**config.mk**
```make
export PLATFORM = sky130hd
export DESIGN_NAME = sinfo_regs
export DESIGN_NICKNAME = d
export VERILOG_FILES = /design/src/rtl/sinfo_pkg.sv /design/src/rtl/sinfo_regs.sv /design/src/rtl/sinfo_guard.sv
export VERILOG_INCLUDE_DIRS = /design/src /design/src/rtl
export SDC_FILE = /design/constraint.sdc
export NUM_CORES = 1
export LEC_CHECK = 0
export ABC_AREA = 1
export BUFFER_PORTS_ARGS = -buffer_cell sky130_fd_sc_hd__buf_2
export CAP_MARGIN = 40
export CORE_MARGIN = 5
export CORE_UTILIZATION = 47
export CTS_CLUSTER_DIAMETER = 150
export CTS_CLUSTER_SIZE = 28
export DETAILED_ROUTE_END_ITERATION = 10
export PLACE_DENSITY_LB_ADDON = 0.3
export SLEW_MARGIN = 20
export SYNTH_ARGS = -nofsm -noshare
export SYNTH_HDL_FRONTEND = slang
export SYNTH_SLANG_ARGS = --single-unit
export TNS_END_PERCENT = 100
```
**constraint.sdc**
```tcl
create_clock -name clk_sys -period 1.3 [get_ports clk_sys]
set_input_delay 0.195 -clock clk_sys [delete_from_list [all_inputs] [get_ports clk_sys]]
set_output_delay 0.195 -clock clk_sys [all_outputs]
set_load 0.05 [all_outputs]
```
**src/rtl/sinfo_params.svh**
```systemverilog
`ifndef SINFO_PARAMS_SVH
`define SINFO_PARAMS_SVH

`define SINFO_ADDR_BMCOUNT    16'h0005
`define SINFO_ADDR_RAMSIZE    16'h0006
`define SINFO_ADDR_PORTDESC   16'h0007
`define SINFO_ADDR_FEAT_LO    16'h0008
`define SINFO_ADDR_FEAT_HI    16'h0009
`define SINFO_ADDR_STADDR_LO  16'h0010
`define SINFO_ADDR_STADDR_HI  16'h0011
`define SINFO_ADDR_ALIAS_LO   16'h0012
`define SINFO_ADDR_ALIAS_HI   16'h0013
`define SINFO_ADDR_UNLOCK     16'h0020
`define SINFO_ADDR_GUARD      16'h0021

`define SINFO_PROT_A_LO       16'h0000
`define SINFO_PROT_A_HI       16'h0137
`define SINFO_PROT_B_LO       16'h013A
`define SINFO_PROT_B_HI       16'h0F0F
`define SINFO_PROT_EXEMPT     16'h0030

`define SINFO_BMCOUNT_VAL     8'h08
`define SINFO_RAMSIZE_VAL     8'h10
`define SINFO_PORT_MII        2'h3
`define SINFO_PORT0_LSB       0
`define SINFO_PORT1_LSB       2

`define SINFO_FEAT_BYTEMAP    0
`define SINFO_FEAT_DC         2
`define SINFO_FEAT_DC64       3
`define SINFO_FEAT_LJ_BP      4
`define SINFO_FEAT_ELD_BP     5
`define SINFO_FEAT_ELD_MII    6
`define SINFO_FEAT_FCS_SEP    7
`define SINFO_FEAT_SYNC_ACT   8
`define SINFO_FEAT_NO_LRW     9
`define SINFO_FEAT_NO_RW      10
`define SINFO_FEAT_FIXED_CFG  11

`define SINFO_STADDR_RST      16'h0000
`define SINFO_ALIAS_RST       16'h0000
`define SINFO_GUARD_BIT       0

`endif

```
**src/rtl/sinfo_pkg.sv**
```systemverilog
package sinfo_pkg;
	typedef enum logic [1:0] {
		SINFO_SIDE_NET  = 2'h1,
		SINFO_SIDE_HOST = 2'h2
	} sinfo_side_type;

	typedef enum logic [2:0] {
		SINFO_LD_IDLE  = 3'h1,
		SINFO_LD_FIRST = 3'h2,
		SINFO_LD_DONE  = 3'h4
	} sinfo_load_type;
endpackage

```
**src/rtl/sinfo_regs.sv**
```systemverilog
`timescale 1ns/1ps
`default_nettype none
`include "sinfo_params.svh"
module sinfo_regs #(
	parameter logic FEAT_BYTEMAP   = 1'b1,
	parameter logic FEAT_DC        = 1'b1,
	parameter logic FEAT_DC64      = 1'b1,
	parameter logic FEAT_ELD_MII   = 1'b0,
	parameter logic FEAT_FCS_SEP   = 1'b0,
	parameter logic FEAT_SYNC_ACT  = 1'b0,
	parameter logic FEAT_NO_LRW    = 1'b0,
	parameter logic FEAT_NO_RW     = 1'b0,
	parameter logic FEAT_FIXED_CFG = 1'b0
) (
	input  wire logic        clk_sys,
	input  wire logic        rst_n,
	input  wire logic        frameStart,
	input  wire logic        frameEnd,
	input  wire logic        netRead,
	input  wire logic        netWrite,
	input  wire logic [15:0] netAddr,
	input  wire logic [7:0]  netWdata,
	output var  logic [7:0]  netRdata,
	output var  logic        netWriteAck,
	input  wire logic        hostRead,
	input  wire logic        hostWrite,
	input  wire logic [15:0] hostAddr,
	input  wire logic [7:0]  hostWdata,
	output var  logic [7:0]  hostRdata,
	input  wire logic        eepromLoad,
	input  wire logic [15:0] eepromAlias,
	input  wire logic        aliasEnable,
	input  wire logic [15:0] cmdAddr,
	output var  logic        addrMatch,
	output var  logic        guardActive
);
	localparam logic [15:0] STADDR_RST = `SINFO_STADDR_RST;
	localparam logic [15:0] ALIAS_RST  = `SINFO_ALIAS_RST;

	logic [7:0]  staLo_reg;
	logic [7:0]  staLo_next;
	logic [7:0]  staHi_reg;
	logic [7:0]  staHi_next;
	logic [7:0]  aliasLo_reg;
	logic [7:0]  aliasLo_next;
	logic [7:0]  aliasHi_reg;
	logic [7:0]  aliasHi_next;
	logic [7:0]  netRdata_reg;
	logic [7:0]  netRdata_next;
	logic [7:0]  hostRdata_reg;
	logic [7:0]  hostRdata_next;
	logic        ack_reg;
	logic        ack_next;
	logic        match_reg;
	logic        match_next;
	logic        guardOut_reg;
	logic        guardOut_next;
	sinfo_pkg::sinfo_load_type ld_reg;
	sinfo_pkg::sinfo_load_type ld_next;
	logic        guardOn;
	logic        netWriteAllowed;
	logic [15:0] staddr;
	logic [15:0] aliasVal;

	sinfo_guard u_guard (
		.clk_sys         (clk_sys),
		.rst_n           (rst_n),
		.frameStart      (frameStart),
		.frameEnd        (frameEnd),
		.netWrite        (netWrite),
		.netAddr         (netAddr),
		.netWdata        (netWdata),
		.guardOn         (guardOn),
		.netWriteAllowed (netWriteAllowed)
	);

	wire [7:0] portDesc = {4'h0, `SINFO_PORT_MII, `SINFO_PORT_MII};
	wire [15:0] features = {
		4'h0,
		FEAT_FIXED_CFG,
		FEAT_NO_RW,
		FEAT_NO_LRW,
		FEAT_SYNC_ACT,
		FEAT_FCS_SEP,
		FEAT_ELD_MII,
		1'b0,
		1'b0,
		FEAT_DC64,
		FEAT_DC,
		1'b0,
		FEAT_BYTEMAP
	};

	// shared read mux: both sides see the same map
	function automatic logic [7:0] readByte(input logic [15:0] a, input logic [15:0] sa,
		input logic [15:0] al, input logic g);
		case (a)
			`SINFO_ADDR_BMCOUNT:   readByte = `SINFO_BMCOUNT_VAL;
			`SINFO_ADDR_RAMSIZE:   readByte = `SINFO_RAMSIZE_VAL;
			`SINFO_ADDR_PORTDESC:  readByte = portDesc;
			`SINFO_ADDR_FEAT_LO:   readByte = features[7:0];
			`SINFO_ADDR_FEAT_HI:   readByte = features[15:8];
			`SINFO_ADDR_STADDR_LO: readByte = sa[7:0];
			`SINFO_ADDR_STADDR_HI: readByte = sa[15:8];
			`SINFO_ADDR_ALIAS_LO:  readByte = al[7:0];
			`SINFO_ADDR_ALIAS_HI:  readByte = al[15:8];
			`SINFO_ADDR_UNLOCK:    readByte = 8'h00;
			`SINFO_ADDR_GUARD:     readByte = {7'h00, g};
			default:               readByte = 8'h00;
		endcase
	endfunction

	// write rights per side; read-only and unlisted bytes refuse both sides
	function automatic logic mayWrite(input sinfo_pkg::sinfo_side_type s,
		input logic [15:0] a);
		case (a)
			`SINFO_ADDR_STADDR_LO,
			`SINFO_ADDR_STADDR_HI: mayWrite = (s == sinfo_pkg::SINFO_SIDE_NET);
			`SINFO_ADDR_ALIAS_LO,
			`SINFO_ADDR_ALIAS_HI:  mayWrite = (s == sinfo_pkg::SINFO_SIDE_HOST);
			`SINFO_ADDR_UNLOCK,
			`SINFO_ADDR_GUARD:     mayWrite = (s == sinfo_pkg::SINFO_SIDE_NET);
			default:               mayWrite = 1'b0;
		endcase
	endfunction

	// a write beats the eeprom copy, which beats the held value
	function automatic logic [7:0] nextByte(input logic [7:0] q, input logic wr,
		input logic [7:0] d, input logic ld, input logic [7:0] ldv);
		if (wr) begin
			nextByte = d;
		end else if (ld) begin
			nextByte = ldv;
		end else begin
			nextByte = q;
		end
	endfunction

	wire netMayWr  = mayWrite(sinfo_pkg::SINFO_SIDE_NET, netAddr);
	wire hostMayWr = mayWrite(sinfo_pkg::SINFO_SIDE_HOST, hostAddr);
	wire netWrOk   = netWrite && netWriteAllowed;
	wire wrStaLo   = netWrOk && netMayWr && (netAddr == `SINFO_ADDR_STADDR_LO);
	wire wrStaHi   = netWrOk && netMayWr && (netAddr == `SINFO_ADDR_STADDR_HI);
	wire wrAliasLo = hostWrite && hostMayWr && (hostAddr == `SINFO_ADDR_ALIAS_LO);
	wire wrAliasHi = hostWrite && hostMayWr && (hostAddr == `SINFO_ADDR_ALIAS_HI);
	wire firstLoad = eepromLoad && (ld_reg == sinfo_pkg::SINFO_LD_IDLE);
	// alias only counts when link-layer control enables it
	wire aliasHit  = aliasEnable && (cmdAddr == aliasVal);
	wire staHit    = (cmdAddr == staddr);

	assign staddr         = {staHi_reg, staLo_reg};
	assign aliasVal       = {aliasHi_reg, aliasLo_reg};
	assign staLo_next     = nextByte(staLo_reg, wrStaLo, netWdata, 1'b0, 8'h00);
	assign staHi_next     = nextByte(staHi_reg, wrStaHi, netWdata, 1'b0, 8'h00);
	// host write wins over a coincident eeprom copy: software intent is newer
	assign aliasLo_next   = nextByte(aliasLo_reg, wrAliasLo, hostWdata, firstLoad,
		eepromAlias[7:0]);
	assign aliasHi_next   = nextByte(aliasHi_reg, wrAliasHi, hostWdata, firstLoad,
		eepromAlias[15:8]);
	assign netRdata_next  = netRead ? readByte(netAddr, staddr, aliasVal, guardOn) : 8'h00;
	assign hostRdata_next = hostRead ? readByte(hostAddr, staddr, aliasVal, guardOn) : 8'h00;
	assign ack_next       = netWrOk;
	assign match_next     = staHit || aliasHit;
	assign guardOut_next  = guardOn;

	// the first load is consumed even when a host write wins its cycle
	always_comb begin
		case (ld_reg)
			sinfo_pkg::SINFO_LD_IDLE: begin
				ld_next = eepromLoad ? sinfo_pkg::SINFO_LD_FIRST : sinfo_pkg::SINFO_LD_IDLE;
			end
			sinfo_pkg::SINFO_LD_FIRST: begin
				ld_next = sinfo_pkg::SINFO_LD_DONE;
			end
			sinfo_pkg::SINFO_LD_DONE: begin
				ld_next = sinfo_pkg::SINFO_LD_DONE;
			end
			default: begin
				ld_next = sinfo_pkg::SINFO_LD_DONE;
			end
		endcase
	end

	always_ff @(posedge clk_sys or negedge rst_n) begin
		if (!rst_n) begin
			staLo_reg <= STADDR_RST[7:0];
			staHi_reg <= STADDR_RST[15:8];
		end else begin
			staLo_reg <= staLo_next;
			staHi_reg <= staHi_next;
		end
	end

	always_ff @(posedge clk_sys or negedge rst_n) begin
		if (!rst_n) begin
			aliasLo_reg <= ALIAS_RST[7:0];
			aliasHi_reg <= ALIAS_RST[15:8];
		end else begin
			aliasLo_reg <= aliasLo_next;
			aliasHi_reg <= aliasHi_next;
		end
	end

	// only a power-on style reset rearms the first-load copy
	always_ff @(posedge clk_sys or negedge rst_n) begin
		if (!rst_n) begin
			ld_reg <= sinfo_pkg::SINFO_LD_IDLE;
		end else begin
			ld_reg <= ld_next;
		end
	end

	always_ff @(posedge clk_sys or negedge rst_n) begin
		if (!rst_n) begin
			netRdata_reg <= 8'h00;
		end else begin
			netRdata_reg <= netRdata_next;
		end
	end

	always_ff @(posedge clk_sys or negedge rst_n) begin
		if (!rst_n) begin
			hostRdata_reg <= 8'h00;
		end else begin
			hostRdata_reg <= hostRdata_next;
		end
	end

	always_ff @(posedge clk_sys or negedge rst_n) begin
		if (!rst_n) begin
			ack_reg <= 1'b0;
		end else begin
			ack_reg <= ack_next;
		end
	end

	// registered match costs a cycle but keeps the output glitch-free
	always_ff @(posedge clk_sys or negedge rst_n) begin
		if (!rst_n) begin
			match_reg <= 1'b0;
		end else begin
			match_reg <= match_next;
		end
	end

	always_ff @(posedge clk_sys or negedge rst_n) begin
		if (!rst_n) begin
			guardOut_reg <= 1'b0;
		end else begin
			guardOut_reg <= guardOut_next;
		end
	end

	assign netRdata    = netRdata_reg;
	assign hostRdata   = hostRdata_reg;
	assign netWriteAck = ack_reg;
	assign addrMatch   = match_reg;
	assign guardActive = guardOut_reg;
endmodule // sinfo_regs
`default_nettype wire

```
**src/rtl/sinfo_guard.sv**
```systemverilog
`timescale 1ns/1ps
`default_nettype none
`include "sinfo_params.svh"
module sinfo_guard (
	input  wire logic        clk_sys,
	input  wire logic        rst_n,
	input  wire logic        frameStart,
	input  wire logic        frameEnd,
	input  wire logic        netWrite,
	input  wire logic [15:0] netAddr,
	input  wire logic [7:0]  netWdata,
	output var  logic        guardOn,
	output wire logic        netWriteAllowed
);
	logic guard_reg;
	logic guard_next;
	logic unlocked_reg;
	logic unlocked_next;

	function automatic logic inProtected(input logic [15:0] a);
		inProtected = (a != `SINFO_PROT_EXEMPT) &&
			((a <= `SINFO_PROT_A_HI) ||
			((a >= `SINFO_PROT_B_LO) && (a <= `SINFO_PROT_B_HI)));
	endfunction

	wire isUnlockWr = netWrite && (netAddr == `SINFO_ADDR_UNLOCK);
	wire isGuardWr  = netWrite && (netAddr == `SINFO_ADDR_GUARD);
	// unlock write itself is always accepted so a locked master can open the frame
	assign netWriteAllowed = !guard_reg || unlocked_reg || isUnlockWr ||
		!inProtected(netAddr);
	assign guardOn = guard_reg;

	// only bit 0 kept; reserved bits dropped
	assign guard_next = (isGuardWr && netWriteAllowed) ?
		netWdata[`SINFO_GUARD_BIT] : guard_reg;
	// unlock dies at frame boundaries, so it spans one frame only
	assign unlocked_next = (frameStart || frameEnd) ? 1'b0 :
		(isUnlockWr ? 1'b1 : unlocked_reg);

	always_ff @(posedge clk_sys or negedge rst_n) begin
		if (!rst_n) begin
			guard_reg    <= 1'b0;
			unlocked_reg <= 1'b0;
		end else begin
			guard_reg    <= guard_next;
			unlocked_reg <= unlocked_next;
		end
	end
endmodule // sinfo_guard
`default_nettype wire

```
==> results.md, run 1 <==
- Slew Limit Fails: 0
- Sequential element share of the synthesized area: 0.384
- Clock root buffer: clkbuf_8
- Min-delay worst type: primary input to flop
- Critical path data arrival time: 1690 ps
- Hold path depth: 2
- VDD IR max: 0.455 mV
- Main synth FF type: dfrtp_1
- Hold Path Sink: u_guard.unlocked_reg
- Sw frac: 0.288
- Mapped Nets: 573
- Area after DPL: 4840 um^2
- CTS buffer count: 5
- Vias in the first global route: 4,146
- Crit path kind: primary input to flop
- Placement Setup Slack: -346 ps
- Final hold vios: 0
- Pint: 2.48 mW
- Clock network power share: 0.309
- Clock Latency Late Sink: 320 ps
- CTS Buffer Depth: 2
- GPL Wtd Cong: 0.953
- Worst r2r path cells: 5
- Run status: finished, violations left
- Initial DRC count: 233
- Period utilization: 1.10
- Syn_area_per_cell: 7.56 um^2
- # setup viols final: 32
- Total GRT Usage: 0.242
- DR vias/cell: 5.34
- EDFF count, synth: 0
- Violated checks: setup timing
- Layout cells sized above 1: 0.477
- Routed WL: 12,800 um
- Max Cap Violations: 0
- Port bufs: 108
- Layout Area Growth over Synthesis: 52.5%
- Worst slew pin tran: 422 ps
- Die span in x: 98.1 um
- Asr flop ratio synth: 1.00
- First-pass GRT wire length: 19,000 um
- Rows: 32
- Post-route cell area: 5560 um^2
- Maximum fanout along the worst path: 8
- Drc violations: 0
- First-pass DRT Iterations: 4
- Hold path start: frameStart
- Final worst slack: -129 ps
- Clk pin slew, worst setup/hold paths: 110 ps
- Initial antenna violation count: 0
- CTS tree: yes
- Clk_skew: 4.70 ps
- Warnings, synthesis: 0
- Total grt overflow: 0
- RR Endpoint: aliasLo_reg[1]
- Antenna Nets Post-Route: 0
- Required time of the critical path: 1560 ps
- Mapped Area: 3650 um^2
- H-Tree Depth: 2
- Top-level I/O count: 109
- RR Startpoint: ld_reg[0]
- Final #Nets: 762
- Fmax: 700 MHz
- Unrepaired setup endpoints after global routing: yes
- Dpl hpwl: 9530 um
- Critical path capture point type: flop
- Mapped Cells: 483
- Die area: 9630 um^2
- Synth Register Bits: 56
- Logic pwr share: 0.176
- Pin count of the biggest net entering global routing: 26
- Final Hold Slack: 23.7 ps
- Fin util: 0.728
- Num Clock Sinks: 56
- Chip Height: 98.1 um
- Min Tclk post-route: 1430 ps
- Final Power: 3.49 mW
- Static Leak: 2.68 nW
- Kind of launch point of the worst setup path: primary input
- Number of placed instances, taps included: 748
- Non-Filler Instances: 775
- DR WL/cell: 16.5 um
- R2R Setup Slk: -70 ps
- Slew margin rel.: 0.718
- Sum of negative setup slack: -2220 ps
- Fraction of power consumed by sequential logic: 0.515
- Distinct cells, synth: 35
- Total number of vias: 4,142
- Net Sw Power: 1.00 mW
- Power per cell area: 627 nW/um^2
- Core region area: 7650 um^2
- Initial Util: 0.477
- Antenna fix cells: 0
[power by group through the flow]
stage | Sequential, mW | Combinational, mW | Clock, mW
after detailed placement | 1.83 | 0.541 | 0
final | 1.79 | 0.613 | 1.08
after floorplan | 1.83 | 0.191 | 0
after global placement | 1.83 | 0.529 | 0
after global routing | 1.80 | 0.669 | 1.15
after CTS | 1.79 | 0.551 | 1.08
[timing repair]
action                                  CTS  global route
hold buffers                              2             0
cloned                                    1             3
pin swaps                                 1            60
hold endpoints to repair                 56             0
endpoints found under the setup margin   17            47
buffers inserted                          0            14
resized for setup                         5            96
[Yosys cell counts (all sizes together), types with 5 or more instances]
| master | instances | share of area |
|---|---|---|
| a21oi | 5 | 0.0069 |
| buf | 5 | 0.015 |
| dfrtp | 55 | 0.38 |
| inv | 78 | 0.080 |
| nand2 | 107 | 0.12 |
| nand3 | 45 | 0.079 |
| nand4 | 13 | 0.027 |
| nor2 | 61 | 0.077 |
| nor3 | 16 | 0.026 |
| nor4 | 5 | 0.0086 |
| o211ai | 20 | 0.041 |
| o21ai | 17 | 0.032 |
| o22ai | 23 | 0.039 |
| xor2 | 11 | 0.026 |
[how the worst max path moves through the flow]
stage / startpoint / to / slack, ps / depth (start not counted)
after floorplan: hostAddr[11] / aliasHi_reg[1] / -70 / 11
after global placement: netAddr[10] / staLo_reg[1] / -300 / 11
after detailed placement: netAddr[10] / staLo_reg[1] / -350 / 11
after CTS: u_guard.guardOn / staHi_reg[4] / -0.01 / 9
after global routing: netAddr[0] / staHi_reg[4] / -190 / 12
final: netAddr[0] / staHi_reg[4] / -130 / 12
[critical path: stages]
cell	delay, ps
buf_2	120
nor2_1	250
nand2_2	160
nor2_2	140
nand3_2	100
nand2_2	70
inv_2	40
nand3_4	140
nand3_4	100
nor2_4	210
nand2_1	80
nand2_1	70
[placed cells by master, fill, tap and decap left out, types with 3 or more instances in the layout]
master | Yosys | routed
a21oi_1 | 5 | 3
buf_2 | 0 | 102
buf_4 | 0 | 65
buf_6 | 5 | 11
clkbuf_8 | 0 | 6
dfrtp_1 | 55 | 55
inv_1 | 70 | 65
inv_2 | 8 | 11
nand2_1 | 101 | 84
nand2_2 | 5 | 20
nand2_4 | 1 | 4
nand3_1 | 37 | 15
nand3_2 | 5 | 19
nand3_4 | 3 | 12
nand4_1 | 10 | 10
nand4_4 | 0 | 3
nor2_1 | 52 | 37
nor2_2 | 3 | 8
nor2_4 | 6 | 16
nor3_1 | 13 | 10
nor3_2 | 3 | 4
nor4_1 | 5 | 3
o2111ai_1 | 4 | 4
o211ai_1 | 20 | 20
o21ai_0 | 7 | 7
o21ai_2 | 8 | 9
o22ai_1 | 23 | 17
o22ai_2 | 0 | 6
or2_2 | 4 | 4
xnor2_1 | 4 | 4
xor2_1 | 11 | 11
[routing by layer]
layer,up-vias,global-route usage,routed length [um]
met2,165,0.416,6360
met3,28,0.0350,804
met4,0,0.0671,331
met5,-,0,0
met1,1962,0.317,5320
li1,1987,-,-
[final cells by class]
| type | count | area (um^2) |
|---|---|---|
| Sequential cell | 56 | 1400 |
| Multi-Input combinational cell | 343 | 2350 |
| Timing Repair Buffer | 186 | 1260 |
| Tap cell | 102 | 128 |
| Inverter | 80 | 318 |
| Fill cell | 615 | 2080 |
| Clock buffer | 6 | 82.6 |
| Clock inverter | 2 | 18.8 |
[cell families (layout without fill, tap and decap cells)]
logic type	after synthesis	in the layout	share of synthesized area
xor+xnor	15	15	0.0360
buf+inv	86	274	0.0987
simple gates	253	255	0.344
compound gates	73	73	0.137
flops	56	56	0.384
Note: power is estimated with default switching activity, not from simulation.
==> inputs of run 2 (changes only) <==
--- a/config.mk
+++ b/config.mk
@@ -12,9 +12,9 @@
 export CORE_MARGIN = 5
 export CORE_UTILIZATION = 47
 export CTS_CLUSTER_DIAMETER = 150
-export CTS_CLUSTER_SIZE = 28
 export DETAILED_ROUTE_END_ITERATION = 10
 export PLACE_DENSITY_LB_ADDON = 0.3
+export SETUP_SLACK_MARGIN = 0.05
 export SLEW_MARGIN = 20
 export SYNTH_ARGS = -nofsm -noshare
 export SYNTH_HDL_FRONTEND = slang
==> results.md, run 2 (synthesized netlist as in run 1, its figures left out) <==
- Clk_skew: 9.02 ps
- CTS tree: yes
- Power per cell area: 606 nW/um^2
- Drc violations: 0
- Crit-path slowest cell: dfrtp_1
- Chip Height: 98.1 um
- Initial DRC count: 306
- Slew margin rel.: 0.764
- CP top delay family: simple AND/OR/NAND/NOR gates
- Clock root buffer: clkbuf_8
- Total GRT Usage: 0.248
- Fmax: 762 MHz
- Hold path start: frameStart
- Buf/Inv on CP: 3
- Final worst slack: -11.6 ps
- Dpl hpwl: 9370 um
- Kind of launch point of the worst setup path: flop
- Core region area: 7650 um^2
- CTS Buffer Depth: 2
- R2R Setup Slk: -10 ps
- Initial Util: 0.477
- Placement Setup Slack: -401 ps
- Cell Chain, Critical Path: inv_1 -> nor2_2 -> nand2_2 -> inv_2 -> nand3_4 -> buf_12 -> nand4_4 -> nand2_2 -> nand2_2
- Max Cap Violations: 0
- Period utilization: 1.01
- RR Startpoint: u_guard.guardOn
- Top-level I/O count: 109
- Clock Latency Late Sink: 310 ps
- CTS buffer count: 5
- RR Endpoint: staHi_reg[6]
- # setup viols final: 2
- Hold Path Sink: u_guard.unlocked_reg
- GPL Wtd Cong: 1.00
- Antenna fix cells: 0
- Total grt overflow: 0
- Static Leak: 2.73 nW
- Commonest non-fill, non-tap cells in the layout: buf_2 (97), nand2_1 (83), inv_1 (67)
- Vias in the first global route: 4,214
- Slew Limit Fails: 0
- Post-route cell area: 5590 um^2
- First-pass GRT wire length: 19,700 um
- Run status: finished, violations left
- Die span in x: 98.1 um
- Unrepaired setup endpoints after global routing: yes
- Final hold vios: 0
- Worst r2r path cells: 9
- Worst slew pin tran: 353 ps
- Maximum fanout along the worst path: 8
- Min Tclk post-route: 1310 ps
- First-pass DRT Iterations: 6
- Final #Nets: 765
- Routed WL: 12,800 um
- Cell mode on critical path: nand2_2
- VDD IR max: 0.421 mV
- Commonest non-fill, non-tap cell in the layout: buf_2
- Min-delay worst type: primary input to flop
- Crit path largest cell delay: 400 ps
- Violated checks: setup timing
- Area after DPL: 4850 um^2
- Layout cells sized above 1: 0.462
- Rows: 32
- Layout Area Growth over Synthesis: 53.2%
- Num Clock Sinks: 56
- Crit path kind: flop to flop
- Port bufs: 108
- H-Tree Depth: 2
- Pin count of the biggest net entering global routing: 57
- Die area: 9630 um^2
- Initial antenna violation count: 0
- Critical path capture point type: flop
- Clk pin slew, worst setup/hold paths: 100 ps
- Critical path data arrival time: 1530 ps
- Total number of vias: 4,184
- DR vias/cell: 5.38
- Required time of the critical path: 1510 ps
- Antenna Nets Post-Route: 0
- DR WL/cell: 16.5 um
- Hold path depth: 2
==> run 2: changes by cell type in the layout (fill, tap and decap cells not counted), sizes merged <==
cell and change:
buf +5, clkinv +2, clkbuf -1, clkinvlp -1
inv -1, nand2 -1
==> run 2: worst max-delay path by stage <==
| stage | endpoint | from | slack, ps | cells after the start |
|---|---|---|---|---|
| global placement | staLo_reg[1] | netAddr[10] | -320 | 9 |
| CTS | aliasLo_reg[2] | ld_reg[0] | 30 | 5 |
| detailed placement | staLo_reg[7] | netAddr[10] | -400 | 9 |
| finish | staHi_reg[6] | u_guard.guardOn | -10 | 9 |
| floorplan | aliasHi_reg[1] | hostAddr[11] | -70 | 11 |
| global route | netRdata[5] | netAddr[8] | -130 | 13 |
==> run 2: layout make-up <==
cell class | count | area, um^2
clock buffer | 6 | 72.6
clock inverter | 2 | 13.8
fill | 615 | 2060
inverter | 80 | 314
multi-input combinational | 342 | 2300
sequential | 56 | 1400
tap | 102 | 128
timing repair buffer | 190 | 1360
==> run 2: layer usage <==
metal | share of wire | up-vias | global-route usage
li1 | - | 1995 | -
met1 | 0.40 | 1938 | 0.336
met2 | 0.49 | 210 | 0.395
met3 | 0.080 | 41 | 0.0493
met4 | 0.030 | 0 | 0.0895
met5 | 0 | - | 0
==> run 2: stage by stage <==
step	instances	hold WS, ps	power, mW	util	setup TNS (ps)
after floorplan	483	-101	2.02	-	-653
after global placement	746	211	2.35	0.634	-12470
after detailed placement	746	222	2.36	0.634	-14070
after CTS	767	27.0	3.34	0.675	0
after global routing	778	21.3	3.55	0.731	-2460
final	778	29.2	3.39	0.731	-12.5
==> run 2: repair_timing <==
action / CTS / global route
gates resized for setup: 17 / 80
pin swaps: 17 / 55
hold endpoints to repair: 56 / 0
endpoints found under the setup margin: 44 / 51
cloned: 1 / 1
hold buffers: 2 / 0
setup buffers: 10 / 10
==> run 2: power breakdown <==
| group | switching, mW | leakage, nW | internal [mW] |
|---|---|---|---|
| clock network | 0.579 | 0.0456 | 0.386 |
| logic | 0.340 | 1.92 | 0.283 |
| registers | 0.0297 | 0.761 | 1.77 |
| total | 0.949 | 2.73 | 2.44 |
==> run 2: worst register-to-register path, delay by kind of cell, from the launching register on <==
family	cells	cell delay, ps
and+or+nand+nor	6	550
DFF	1	400
buffers and inverters	3	250
